File: src/common/rcf_pkg.sv
// Shared constants and carriers for the reset-cause flag logic
package rcf_pkg;

    // ==========================================================
    // Register bus
    localparam int ADDR_W = 4;
    localparam int DATA_W = 16;
    localparam logic [ADDR_W-1:0] ADDR_CAUSE = 4'h0;
    localparam logic [ADDR_W-1:0] ADDR_IRQ_STAT = 4'h1;
    localparam logic [ADDR_W-1:0] ADDR_IRQ_CLR = 4'h2;
    localparam logic [ADDR_W-1:0] ADDR_IRQ_EN = 4'h3;
    localparam logic [ADDR_W-1:0] ADDR_PROT_CTRL = 4'h4;
    localparam logic [ADDR_W-1:0] ADDR_SEG_LO = 4'h5;
    localparam logic [ADDR_W-1:0] ADDR_SEG_HI = 4'h6;
    localparam logic [DATA_W-1:0] UNMAPPED_DATA = 16'h0000;

    // ==========================================================
    // Reset-cause flag positions
    localparam int BIT_TRAP = 15;
    localparam int BIT_ILLEGAL = 14;
    localparam int BIT_CFG = 9;
    localparam int BIT_PIN = 7;
    localparam int BIT_SOFT = 6;
    localparam int BIT_WDT = 4;
    localparam int BIT_SLEEP = 3;
    localparam int BIT_IDLE = 2;
    localparam int BIT_BOR = 1;
    localparam int BIT_POR = 0;

    // ==========================================================
    // Interrupt status layout
    localparam int IRQ_W = 4;
    localparam int IRQ_RESET = 0;
    localparam int IRQ_SECURE = 1;
    localparam int IRQ_TRAP = 2;
    localparam int IRQ_WDT = 3;

    // ==========================================================
    // Core-facing constants
    localparam int PC_W = 24;
    localparam logic [PC_W-1:0] RESET_VECTOR = 24'h000000;
    localparam int SEG_SHIFT = 8;
    localparam int TRAP_LVL_W = 4;
    localparam logic [TRAP_LVL_W-1:0] HARD_TRAP_LO = 4'hD;
    localparam logic [TRAP_LVL_W-1:0] HARD_TRAP_HI = 4'hF;

    typedef struct packed {
        logic [ADDR_W-1:0] addr;
        logic [DATA_W-1:0] wdata;
        logic wr;
        logic rd;
    } bus_req_s;

    typedef struct packed {
        logic por_event;
        logic brownout_reset;
        logic pin_reset;
        logic reset_instr;
        logic illegal_opcode;
        logic config_mismatch;
        logic watchdog_timeout;
        logic watchdog_clear_instr;
        logic sleep_instr;
        logic idle_instr;
        logic core_asleep;
    } cause_evt_s;

endpackage

File: src/hdl/reset_cause_flag_logic.sv
// Reset-cause detection, flag register and post-reset fetch address
// ==========================================================
//
// The implementer's own choices: the address-and-strobe port and the register offsets.
module reset_cause_flag_logic
    import rcf_pkg::*;
#(
    parameter int NUM_WREG = 16,
    parameter int SP_INDEX = 15
)
(
    input wire logic ref_clk,
    input wire logic rst,
    input wire logic ce,
    input wire bus_req_s bus,
    output logic [DATA_W-1:0] rd_data,
    input wire cause_evt_s evt,
    input wire logic wreg_wr,
    input wire logic [$clog2(NUM_WREG)-1:0] wreg_wr_idx,
    input wire logic ptr_use,
    input wire logic [$clog2(NUM_WREG)-1:0] ptr_idx,
    input wire logic program_flow_change,
    input wire logic vector_flow_change,
    input wire logic [PC_W-1:0] flow_target,
    input wire logic trap_take,
    input wire logic [TRAP_LVL_W-1:0] trap_level,
    input wire logic trap_exit,
    output logic device_reset,
    output logic pc_load,
    output logic [PC_W-1:0] pc_value,
    output logic irq
);

    localparam int IDX_W = $clog2(NUM_WREG);
    localparam logic [IDX_W-1:0] SP_IDX = IDX_W'(SP_INDEX);

    if (NUM_WREG < 2 || SP_INDEX >= NUM_WREG || SP_INDEX < 0)
    begin : g_shape_check
        $error("reset_cause_flag_logic: bad register file shape");
    end

    // ==========================================================
    // Cause detection
    logic uninit_hit;
    logic flow_change;
    logic seg_hit;
    logic secure_hit;
    logic hard_trap;
    logic trap_conflict;
    logic wdt_reset;
    logic reset_now;

    logic [NUM_WREG-1:0] wvalid_r;
    logic [NUM_WREG-1:0] wvalid_nxt;
    logic prot_en_r;
    logic [DATA_W-1:0] seg_lo_r;
    logic [DATA_W-1:0] seg_hi_r;
    logic trap_busy_r;
    logic trap_busy_nxt;
    logic [TRAP_LVL_W-1:0] trap_lvl_r;
    logic [TRAP_LVL_W-1:0] trap_lvl_nxt;
    logic [DATA_W-1:0] tgt_seg;

    always_comb
    begin
        uninit_hit = ptr_use && !wvalid_r[ptr_idx];
        flow_change = program_flow_change || vector_flow_change;
        tgt_seg = flow_target[PC_W-1:SEG_SHIFT];
        // Segment base stays open as the only legal entry point
        seg_hit = (tgt_seg >= seg_lo_r) && (tgt_seg <= seg_hi_r)
            && (flow_target != {seg_lo_r, SEG_SHIFT'(0)});
        secure_hit = prot_en_r && flow_change && seg_hit;
        hard_trap = (trap_level >= HARD_TRAP_LO) && (trap_level <= HARD_TRAP_HI);
        trap_conflict = trap_take && trap_busy_r && hard_trap
            && (trap_level < trap_lvl_r);
        // Expiry in a power-save state sets the flag but does not reset the device
        wdt_reset = evt.watchdog_timeout && !evt.core_asleep;
        reset_now = uninit_hit || secure_hit || trap_conflict || wdt_reset
            || evt.illegal_opcode || evt.config_mismatch || evt.reset_instr
            || evt.pin_reset || evt.por_event || evt.brownout_reset;
    end

    // ==========================================================
    // Working register validity and trap nesting
    always_comb
    begin
        wvalid_nxt = wvalid_r;
        trap_busy_nxt = trap_busy_r;
        trap_lvl_nxt = trap_lvl_r;
        if (reset_now)
        begin
            wvalid_nxt = '0;
            wvalid_nxt[SP_IDX] = 1'b1;
            trap_busy_nxt = 1'b0;
            trap_lvl_nxt = '0;
        end
        else
        begin
            if (wreg_wr)
                wvalid_nxt[wreg_wr_idx] = 1'b1;
            if (trap_take)
            begin
                trap_busy_nxt = 1'b1;
                trap_lvl_nxt = trap_level;
            end
            else if (trap_exit)
                trap_busy_nxt = 1'b0;
        end
    end

    always_ff @(posedge ref_clk)
    begin
        if (rst)
        begin
            wvalid_r <= NUM_WREG'(1) << SP_INDEX;
            trap_busy_r <= 1'b0;
            trap_lvl_r <= '0;
        end
        else if (ce)
        begin
            wvalid_r <= wvalid_nxt;
            trap_busy_r <= trap_busy_nxt;
            trap_lvl_r <= trap_lvl_nxt;
        end
    end

    // ==========================================================
    // Reset-cause flags
    logic [DATA_W-1:0] cause_r;
    logic [DATA_W-1:0] cause_nxt;
    logic cause_wr;
    logic any_power;

    // Unimplemented positions read as zero and ignore writes
    localparam logic [DATA_W-1:0] CAUSE_MASK = (DATA_W'(1) << BIT_TRAP)
        | (DATA_W'(1) << BIT_ILLEGAL) | (DATA_W'(1) << BIT_CFG) | (DATA_W'(1) << BIT_PIN)
        | (DATA_W'(1) << BIT_SOFT) | (DATA_W'(1) << BIT_WDT) | (DATA_W'(1) << BIT_SLEEP)
        | (DATA_W'(1) << BIT_IDLE) | (DATA_W'(1) << BIT_BOR) | (DATA_W'(1) << BIT_POR);

    always_comb
    begin
        cause_wr = bus.wr && (bus.addr == ADDR_CAUSE);
        any_power = evt.por_event || evt.brownout_reset;
        cause_nxt = cause_r;
        if (cause_wr)
            cause_nxt = bus.wdata;
        if (any_power)
        begin
            cause_nxt[BIT_TRAP] = 1'b0;
            cause_nxt[BIT_ILLEGAL] = 1'b0;
            cause_nxt[BIT_CFG] = 1'b0;
            cause_nxt[BIT_SOFT] = 1'b0;
            cause_nxt[BIT_WDT] = 1'b0;
            cause_nxt[BIT_SLEEP] = 1'b0;
            cause_nxt[BIT_IDLE] = 1'b0;
        end
        if (evt.por_event)
            cause_nxt[BIT_PIN] = 1'b0;
        if (evt.sleep_instr || evt.idle_instr || evt.watchdog_clear_instr)
            cause_nxt[BIT_WDT] = 1'b0;
        // Hardware sets land after every clear so an event is never lost
        if (trap_conflict)
            cause_nxt[BIT_TRAP] = 1'b1;
        if (evt.illegal_opcode || uninit_hit || secure_hit)
            cause_nxt[BIT_ILLEGAL] = 1'b1;
        if (evt.config_mismatch)
            cause_nxt[BIT_CFG] = 1'b1;
        if (evt.pin_reset)
            cause_nxt[BIT_PIN] = 1'b1;
        if (evt.reset_instr)
            cause_nxt[BIT_SOFT] = 1'b1;
        if (evt.watchdog_timeout)
            cause_nxt[BIT_WDT] = 1'b1;
        if (evt.sleep_instr)
            cause_nxt[BIT_SLEEP] = 1'b1;
        if (evt.idle_instr)
            cause_nxt[BIT_IDLE] = 1'b1;
        if (any_power)
            cause_nxt[BIT_BOR] = 1'b1;
        if (evt.por_event)
            cause_nxt[BIT_POR] = 1'b1;
        cause_nxt = cause_nxt & CAUSE_MASK;
    end

    // Deliberately outside rst: rst leaves it; power events, bus writes and watchdog-clear or power-save instructions change it
    always_ff @(posedge ref_clk)
    begin
        if (ce)
            cause_r <= cause_nxt;
    end

    // ==========================================================
    // Control registers, interrupts and read port
    logic [IRQ_W-1:0] ist_r;
    logic [IRQ_W-1:0] ist_nxt;
    logic [IRQ_W-1:0] ien_r;
    logic [IRQ_W-1:0] ien_nxt;
    logic prot_en_nxt;
    logic [DATA_W-1:0] seg_lo_nxt;
    logic [DATA_W-1:0] seg_hi_nxt;
    logic [DATA_W-1:0] rd_nxt;
    logic [IRQ_W-1:0] ev_vec;

    always_comb
    begin
        ev_vec = '0;
        ev_vec[IRQ_RESET] = reset_now;
        ev_vec[IRQ_SECURE] = secure_hit;
        ev_vec[IRQ_TRAP] = trap_conflict;
        ev_vec[IRQ_WDT] = evt.watchdog_timeout;
        ist_nxt = ist_r;
        ien_nxt = ien_r;
        prot_en_nxt = prot_en_r;
        seg_lo_nxt = seg_lo_r;
        seg_hi_nxt = seg_hi_r;
        if (bus.wr)
        begin
            if (bus.addr == ADDR_IRQ_CLR)
                ist_nxt = ist_r & ~bus.wdata[IRQ_W-1:0];
            else if (bus.addr == ADDR_IRQ_EN)
                ien_nxt = bus.wdata[IRQ_W-1:0];
            else if (bus.addr == ADDR_PROT_CTRL)
                prot_en_nxt = bus.wdata[0];
            else if (bus.addr == ADDR_SEG_LO)
                seg_lo_nxt = bus.wdata;
            else if (bus.addr == ADDR_SEG_HI)
                seg_hi_nxt = bus.wdata;
        end
        ist_nxt = ist_nxt | ev_vec;
        rd_nxt = UNMAPPED_DATA;
        if (bus.rd)
        begin
            if (bus.addr == ADDR_CAUSE)
                rd_nxt = cause_r;
            else if (bus.addr == ADDR_IRQ_STAT)
                rd_nxt = DATA_W'(ist_r);
            else if (bus.addr == ADDR_IRQ_EN)
                rd_nxt = DATA_W'(ien_r);
            else if (bus.addr == ADDR_PROT_CTRL)
                rd_nxt = DATA_W'(prot_en_r);
            else if (bus.addr == ADDR_SEG_LO)
                rd_nxt = seg_lo_r;
            else if (bus.addr == ADDR_SEG_HI)
                rd_nxt = seg_hi_r;
        end
    end

    always_ff @(posedge ref_clk)
    begin
        if (rst)
        begin
            ist_r <= '0;
            ien_r <= '0;
            prot_en_r <= 1'b0;
            seg_lo_r <= 16'h0000;
            seg_hi_r <= 16'h0000;
            rd_data <= UNMAPPED_DATA;
            irq <= 1'b0;
        end
        else if (ce)
        begin
            ist_r <= ist_nxt;
            ien_r <= ien_nxt;
            prot_en_r <= prot_en_nxt;
            seg_lo_r <= seg_lo_nxt;
            seg_hi_r <= seg_hi_nxt;
            rd_data <= rd_nxt;
            irq <= |(ist_nxt & ien_nxt);
        end
    end

    // ==========================================================
    // Device reset and fetch restart
    always_ff @(posedge ref_clk)
    begin
        if (rst)
        begin
            device_reset <= 1'b0;
            pc_load <= 1'b1;
            pc_value <= RESET_VECTOR;
        end
        else if (ce)
        begin
            device_reset <= reset_now;
            pc_load <= reset_now;
            pc_value <= RESET_VECTOR;
        end
    end

    // ==========================================================
    // Checks
    uninit_reset_a: assert property (@(posedge ref_clk) disable iff (rst)
        ce && ptr_use && !wvalid_r[ptr_idx] |=> device_reset)
        else $error("uninitialised pointer use did not reset");
    wreg_clear_a: assert property (@(posedge ref_clk) disable iff (rst)
        ce && reset_now |=> wvalid_r == (NUM_WREG'(1) << SP_INDEX))
        else $error("working registers not invalidated on reset");
    secure_reset_a: assert property (@(posedge ref_clk) disable iff (rst)
        ce && secure_hit |=> device_reset && cause_r[BIT_ILLEGAL])
        else $error("protected segment entry did not reset");
    trap_conflict_a: assert property (@(posedge ref_clk) disable iff (rst)
        ce && trap_conflict |=> cause_r[BIT_TRAP] && device_reset)
        else $error("trap conflict not recorded");
    wdt_clear_a: assert property (@(posedge ref_clk) disable iff (rst)
        ce && evt.watchdog_clear_instr && !evt.watchdog_timeout |=> !cause_r[BIT_WDT])
        else $error("watchdog flag not cleared");
    sw_write_a: assert property (@(posedge ref_clk) disable iff (rst)
        ce && cause_wr && !reset_now && !flow_change && !evt.sleep_instr
        && !evt.idle_instr && !evt.watchdog_clear_instr && !evt.watchdog_timeout
        |=> cause_r == ($past(bus.wdata) & CAUSE_MASK))
        else $error("software write to cause flags lost");
    flags_keep_a: assert property (@(posedge ref_clk)
        rst && ce && !cause_wr && $stable(evt) && evt == '0 |=> $stable(cause_r))
        else $error("cause flags disturbed by system reset");
    pin_flag_a: assert property (@(posedge ref_clk) disable iff (rst)
        ce && evt.pin_reset |=> cause_r[BIT_PIN] ##1 (cause_r[BIT_PIN] || $past(cause_wr)
        || $past(evt.por_event) || !$past(ce)))
        else $error("pin reset flag not held");
    fetch_zero_a: assert property (@(posedge ref_clk) disable iff (rst)
        pc_load |-> pc_value == RESET_VECTOR && (device_reset || $past(rst)))
        else $error("fetch restart not at reset vector");

endmodule

File: config.mk
export PLATFORM = sky130hd
export DESIGN_NAME = reset_cause_flag_logic
export DESIGN_NICKNAME = d
export VERILOG_FILES = /design/src/common/rcf_pkg.sv /design/src/hdl/reset_cause_flag_logic.sv
export SDC_FILE = /design/constraint.sdc
export NUM_CORES = 1
export LEC_CHECK = 0
export BUFFER_PORTS_ARGS = -buffer_cell sky130_fd_sc_hd__buf_2
export CAP_MARGIN = 10
export CORE_UTILIZATION = 40
export CTS_CLUSTER_DIAMETER = 150
export DETAILED_ROUTE_END_ITERATION = 8
export MAX_ROUTING_LAYER = met4
export SLEW_MARGIN = 20
export SYNTH_ARGS = -nofsm -noshare
export SYNTH_HDL_FRONTEND = slang
export SYNTH_SLANG_ARGS = --single-unit
File: constraint.sdc
create_clock -name ref_clk -period 3.28 [get_ports ref_clk]
set_input_delay 0.164 -clock ref_clk [delete_from_list [all_inputs] [get_ports ref_clk]]
set_output_delay 0.164 -clock ref_clk [all_outputs]
set_load 0.005 [all_outputs]
; Yosys cells after proc, flatten, opt, wreduce, memory -nomap -nowiden
; Index checks and enable logic that the tools add are counted.
[word_totals]
reg_bits = 91
wordCells = 136
[op_classes]
magnitude_cmp = 8
n_eq_ne = 7
mux = 30
bitwise_logic = 9
reduce_logical = 60
[op_table]
columns = operator, count
row1 = 16-bit two-way mux, 10
row2 = 4-bit two-way mux, 7
row3 = 2-bit AND reduction, 13
row4 = 24-bit inequality test, 1
row5 = 3-bit nonzero test, 8
row6 = 16-bit >= comparator, 1
row7 = 16-bit less-or-equal comparator, 1
row8 = 16-bit OR, 1
row9 = 1-bit logical OR, 15
row10 = 4-bit by 3-bit equality test with 1-bit output (second input constant), 3
row11 = 1-bit logical AND, 12
row12 = 4-bit by 5-bit < comparator with 1-bit output (second input constant), 2
row13 = 1-bit two-way mux, 9
row14 = 4-bit bitwise AND, 2
row15 = 4-bit by 2-bit equality test with 1-bit output (second input constant), 2
row16 = 2-bit nonzero test, 4
row17 = 7-bit AND reduction, 1
row18 = 6-bit AND reduction, 1
row19 = 5-bit AND reduction, 1
row20 = 1-bit binary-select mux with 4-bit select, 1
row21 = 1-bit demux with 4-bit select, 1
row22 = 4-bit by 1-bit equality test with 1-bit output (second input constant), 1
row23 = 4-bit by 1-bit >= comparator with 1-bit output (second input constant), 1
row24 = 4-bit >= comparator (second input constant), 1
row25 = other kinds (11), 15

; Logic depth before layout (Yosys ltp)
[logic_depth]
ltp_word = 16
ltp_mapped = 10
mapped_depth_nobuf = 9

; Worst setup path after synthesis
; No wires, ideal clock.
[synth_path]
path_kind = register to register
start = reg seg_lo_r[13]
end = reg cause_r[14], enable pin
arrival_time_ps = 2335
slack_ps = 651
stages_incl_launch_ff = 11
path_buffers = 1
synth_period_minus_slack_ps = 2629
path_cell_list = dfxtp_1 -> inv_1 -> ha_1 -> nand4_2 -> or4_4 -> o32a_1 -> a21o_1 -> o21ai_4 -> buf_6 -> nand2_1 -> nand2_1
[synth_via]
elab_chain_len = 7
word_cells_on_any_way = 8
[synth_lines]
columns = item, line
row1 = "start, declared", reset_cause_flag_logic.sv:56  ; logic [DATA_W-1:0] seg_lo_r;
row2 = "start signal, assigned", reset_cause_flag_logic.sv:265  ; seg_lo_r <= seg_lo_nxt;
row3 = 16-bit >= comparator, reset_cause_flag_logic.sv:70  ; seg_hit = (tgt_seg >= seg_lo_r) && (tgt_seg <= seg_hi_r)
row4 = 1-bit logical AND, reset_cause_flag_logic.sv:70
row5 = 1-bit logical AND *, reset_cause_flag_logic.sv:71  ; && (flow_target != {seg_lo_r, SEG_SHIFT'(0)});
row6 = 1-bit logical AND *, reset_cause_flag_logic.sv:72  ; secure_hit = prot_en_r && flow_change && seg_hit;
row7 = 1-bit logical OR *, reset_cause_flag_logic.sv:164  ; if (evt.illegal_opcode || uninit_hit || secure_hit)
row8 = 3-bit nonzero test (no line) *, --
row9 = 2-bit AND reduction (no line) *, --
row10 = "end signal, assigned", reset_cause_flag_logic.sv:189  ; cause_r <= cause_nxt;
row11 = "end, declared", reset_cause_flag_logic.sv:129  ; logic [DATA_W-1:0] cause_r;
; Every way passes the cells marked *; elsewhere a longest branch is shown, timed or not.
; A chain may end at the register's enable or synchronous reset.

; Worst setup path in the final report
[layout_path]
start = reg seg_lo_r[14]
end = reg trap_lvl_r[2]
[layout_via]
elab_chain_len = 15
word_cells_on_any_way = 17
[layout_lines]
columns = item, line
row1 = 16-bit >= comparator, reset_cause_flag_logic.sv:70
row2 = 1-bit logical AND, reset_cause_flag_logic.sv:70
row3 = 1-bit logical AND *, reset_cause_flag_logic.sv:71
row4 = 1-bit logical AND *, reset_cause_flag_logic.sv:72
row5 = 1-bit logical OR * (3 in a row), reset_cause_flag_logic.sv:78  ; reset_now = uninit_hit || secure_hit || trap_conflict || wdt_reset
row6 = 1-bit logical OR * (3 in a row), reset_cause_flag_logic.sv:79  ; || evt.illegal_opcode || evt.config_mismatch || evt.reset_instr
row7 = 1-bit logical OR * (3 in a row), reset_cause_flag_logic.sv:80  ; || evt.pin_reset || evt.por_event || evt.brownout_reset;
row8 = 2-bit nonzero test (no line), --
row9 = 2-bit AND reduction (no line), --
row10 = "end signal, assigned", reset_cause_flag_logic.sv:123  ; trap_lvl_r <= trap_lvl_nxt;
row11 = "end, declared", reset_cause_flag_logic.sv:60  ; logic [TRAP_LVL_W-1:0] trap_lvl_r;
; Marks and branches as above.

==> results.txt <==
The flow ran to the end, and the final reports show no timing, DRC or antenna violations. After detailed routing, the number of remaining DRC violations is 0. TritonCTS built the clock tree.

Timing would allow up to 335.8 MHz. On the worst path, the slowest cell contributes a delay of 0.51 ns. The repair_antennas step left the layout with diodes totalling 0. The path with the worst hold slack has its endpoint at rd_data[1].

The number of nets in the layout was 839. The core footprint came out at 12,620 sq um. The sum of overflow across all layers after global routing is 0.

The number of antenna violations at the first check in global routing is 0. The fraction of registers with async set or reset after synthesis came out at 0. The tools report the minimum setup slack in the final design as 0.3023 ns.

The height of the die was 116.0 um. The largest fanout on the critical path is 8. Across the routed clock network, the largest skew measured is 0.007252 ns. The count of hold-fix buffers inserted at cts came out at 0. The signal on the critical path passes through inv_1 -> ha_1 -> nand4_2 -> or4_4 -> o32a_1 -> a21o_1 -> o21ai_4 -> o21ai_0 -> a32o_1. The logs give 0 for the count of pins over their slew limit and 14,580 um for the overall routed net length. The tools report the total of max-cap violations as 0.

The worst hold path belongs to the class primary input to register. The power density of the placed cells is 420.6 nW/um^2, and the number of top-level pins is 121. Setup repair after global routing left no endpoint under its margin. The congestion estimate from routability-driven global placement came to 0.9003.

The share of layout cells above drive strength 1 is 0.1874. For the global-route usage over all layers, the log shows 0.2324. The run gives 0.4117 as the initial cell density of the core.

The worst register-to-register path begins at seg_lo_r[14]. The worst setup slack before clock tree synthesis was 0.3138 ns. The type of destination of the critical path was a register.

The first routing iteration left 353 violations. Leading cell type in the layout, fill and taps excluded: sky130_fd_sc_hd__nand2_1. Synthesized area divided by synthesized cell count: 8.155 sq um. The tools report the largest voltage drop on the vdd net as 0.0002387 V. The number of gates given a new drive strength after cts is 0. The family of cells with the greatest summed delay on the critical path was compound AO/OA/AOI/OAI gates. The run gives 0.3840 as the worst relative slew slack. Entering global routing, the biggest net connects 61 pins. The area growth from synthesis to layout is 17.00%. Once the clock tree was built, the setup fixing pass inserted 0 buffers. At the worst endpoint, the arrival time is 3.22 ns.

The endpoint identified for the worst register-to-register timing path is trap_lvl_r[2]. For this run, the detailed router's first-pass iteration total came to 5. The run gives 2.418 nW as the leakage power summed over all cells. The worst reg-to-reg setup slack was 0.30 ns; the mapped cell area was 5195 sq um.

The total buffers and inverters traversed by the critical path was 1. The fraction of the cycle the final worst path needs works out to 0.9078. In the routed layout, each cell is associated on average with a via count of 5.350. Port buffering added 96 buffers.

On the critical path, the stage with the largest delay is an instance of sky130_fd_sc_hd__or4_4. In the synthesized netlist the dominant register cell turns out to be sky130_fd_sc_hd__dfxtp_1. The x dimension of the die came out at 116.0 um.

The library cells used most frequently in the layout, excluding fill and tap cells, are sky130_fd_sc_hd__nand2_1, sky130_fd_sc_hd__buf_2, sky130_fd_sc_hd__dfxtp_1, sky130_fd_sc_hd__a21oi_1, sky130_fd_sc_hd__inv_1. Counting every sink on the clock net gives 91. In this run, synthesis produced a sequential element count of 91. The tools report the type of origin of the critical path as a register.

In this run the remaining antenna-violating nets after routing total 0. After synthesis, the netlist uses 63 different library cells. The H-tree was split into 3 levels. The run gives 4,432 as the number of global-route vias before repair. The start-to-end type of the worst setup path was register to register.

The startpoint identified for the worst hold timing path is rst. For the total die area, the log shows 13,450 sq um. The logs give 9 for the number of buffers added by the clock tree synthesis step and 3.52 ns for the data required time at the worst endpoint. The tools report the maximum buffer depth of the clock tree as 2.

Setup violations remaining at the end of the flow were counted as 0. After clock tree synthesis, the clock-pin slew on the worst setup and hold paths is 0.07 ns. Count of final hold-check violations: 0. The count of cells along the worst register-to-register path works out to 9.

The worst path in the final design needs a cycle of 2.978 ns, including I/O delays and setup. Gate count of the mapped netlist: 637. Summing over every cut layer, the via total after detailed routing is 4,831.

The synthesized design contains 10 enable-type register cells. The first global-routing pass estimated 22,870 um of wire. In the final routed layout, each cell accounts on average for 16.15 um. Detailed placement finished with a half-perimeter wire length of 11,060 um. The floorplan row count came out at 41. Clock tree synthesis selected as its root buffer the cell sky130_fd_sc_hd__clkbuf_16. The tools report the share of the yosys chip area belonging to registers as 0.3699.

For the pin with the worst max-slew slack, the measured transition is 0.9161 ns. Along the worst hold path, the cell count comes to 2. The final-layout setup total negative slack was 0 ns; the insertion delay of the later-clocked pin in the worst-skew pair was 0.35 ns. The yosys synthesis warning count was 0.
## area by class of cell
| cell class | count | area [sq um] |
|---|---|---|
| fill | 1238 | 6541 |
| multi-input combinational | 471 | 2890 |
| sequential | 91 | 1922 |
| timing repair buffer | 107 | 563.0 |
| inverter | 46 | 172.7 |
| clock inverter | 7 | 90.09 |
| tap | 172 | 215.2 |
| clock buffer | 9 | 225.2 |
## metal layers
metal  vias up  GRT usage  part of all wire
li1       2376          -                 -
met1      2270     0.3120              0.47
met2       168     0.3532              0.45
met3        17    0.04132             0.065
met4         0    0.07436             0.018
met5         -          -                 0
## cell usage after synthesis (all sizes together) (9+ instances only)
| library cell | number | area [sq um] |
|---|---|---|
| nand2 | 115 | 431.7 |
| dfxtp | 81 | 1622 |
| a21oi | 77 | 385.4 |
| inv | 46 | 172.7 |
| nor2 | 45 | 171.4 |
| ha | 35 | 437.9 |
| buf | 29 | 210.2 |
| clkbuf | 23 | 86.33 |
| nand3 | 19 | 95.09 |
| o21ai | 14 | 81.33 |
| a21o | 13 | 98.85 |
| a22oi | 12 | 90.09 |
| edfxtp | 10 | 300.3 |
| nor2b | 9 | 56.30 |
| o21a | 9 | 67.56 |
## stage by stage
step / area (sq um) / total power, W / utilization / instances / hold WS (ns)
after detailed placement: 5763 / 0.001461 / 0.4567 / 887 / 0.4068
after CTS: 6078 / 0.002578 / 0.4817 / 903 / 0.03133
after global placement: 5763 / 0.001457 / 0.4567 / 887 / 0.4029
after floorplan: 5281 / 0.001356 / - / 660 / 0.3000
after global routing: 6078 / 0.002659 / 0.4817 / 903 / 0.04707
final: 6078 / 0.002557 / 0.4817 / 903 / 0.04909
## flip-flops by register name (all words and copies together) (netlist names)
| signal | flops |
|---|---|
| irq | 1 |
| cause_r | 10 |
| device_reset | 1 |
| seg_lo_r | 16 |
| ist_r | 4 |
| seg_hi_r | 16 |
| ien_r | 4 |
| trap_lvl_r | 4 |
| trap_busy_r | 1 |
| prot_en_r | 1 |
| pc_load | 1 |
| wvalid_r | 16 |
| rd_data | 16 |
## report_power, final
group / internal (W) / switching (W)
Clock: 0.000666 / 0.000452
Sequential: 0.00115 / 0.0000110
Combinational: 0.000108 / 0.000173
## how the worst max path moves through the flow
stage | to | cells past startpoint | startpoint
floorplan | cause_r[14] | 10 | seg_lo_r[13]
global placement | wvalid_r[2] | 10 | seg_lo_r[13]
detailed placement | trap_lvl_r[2] | 9 | seg_lo_r[14]
CTS | trap_lvl_r[2] | 9 | seg_lo_r[14]
global route | wvalid_r[10] | 10 | seg_hi_r[15]
finish | trap_lvl_r[2] | 9 | seg_lo_r[14]
## kinds of logic after synthesis
group / after synthesis / synth area share
compound gates: 169 / 0.2175
simple gates: 231 / 0.2018
buf+inv: 98 / 0.09032
fa+ha+maj: 35 / 0.08430
flops: 91 / 0.3699
mux: 12 / 0.03541
other cells: 1 / 0.0007219
## worst register-to-register path: cells and delay by family, from the launching register on
kind | cells | cell delay (ns)
buf+inv | 1 | 0.07
fa+ha+maj | 1 | 0.32
simple gates | 2 | 0.63
flops | 1 | 0.37
compound gates | 5 | 1.49
Note: power is estimated with default switching activity, not from simulation.
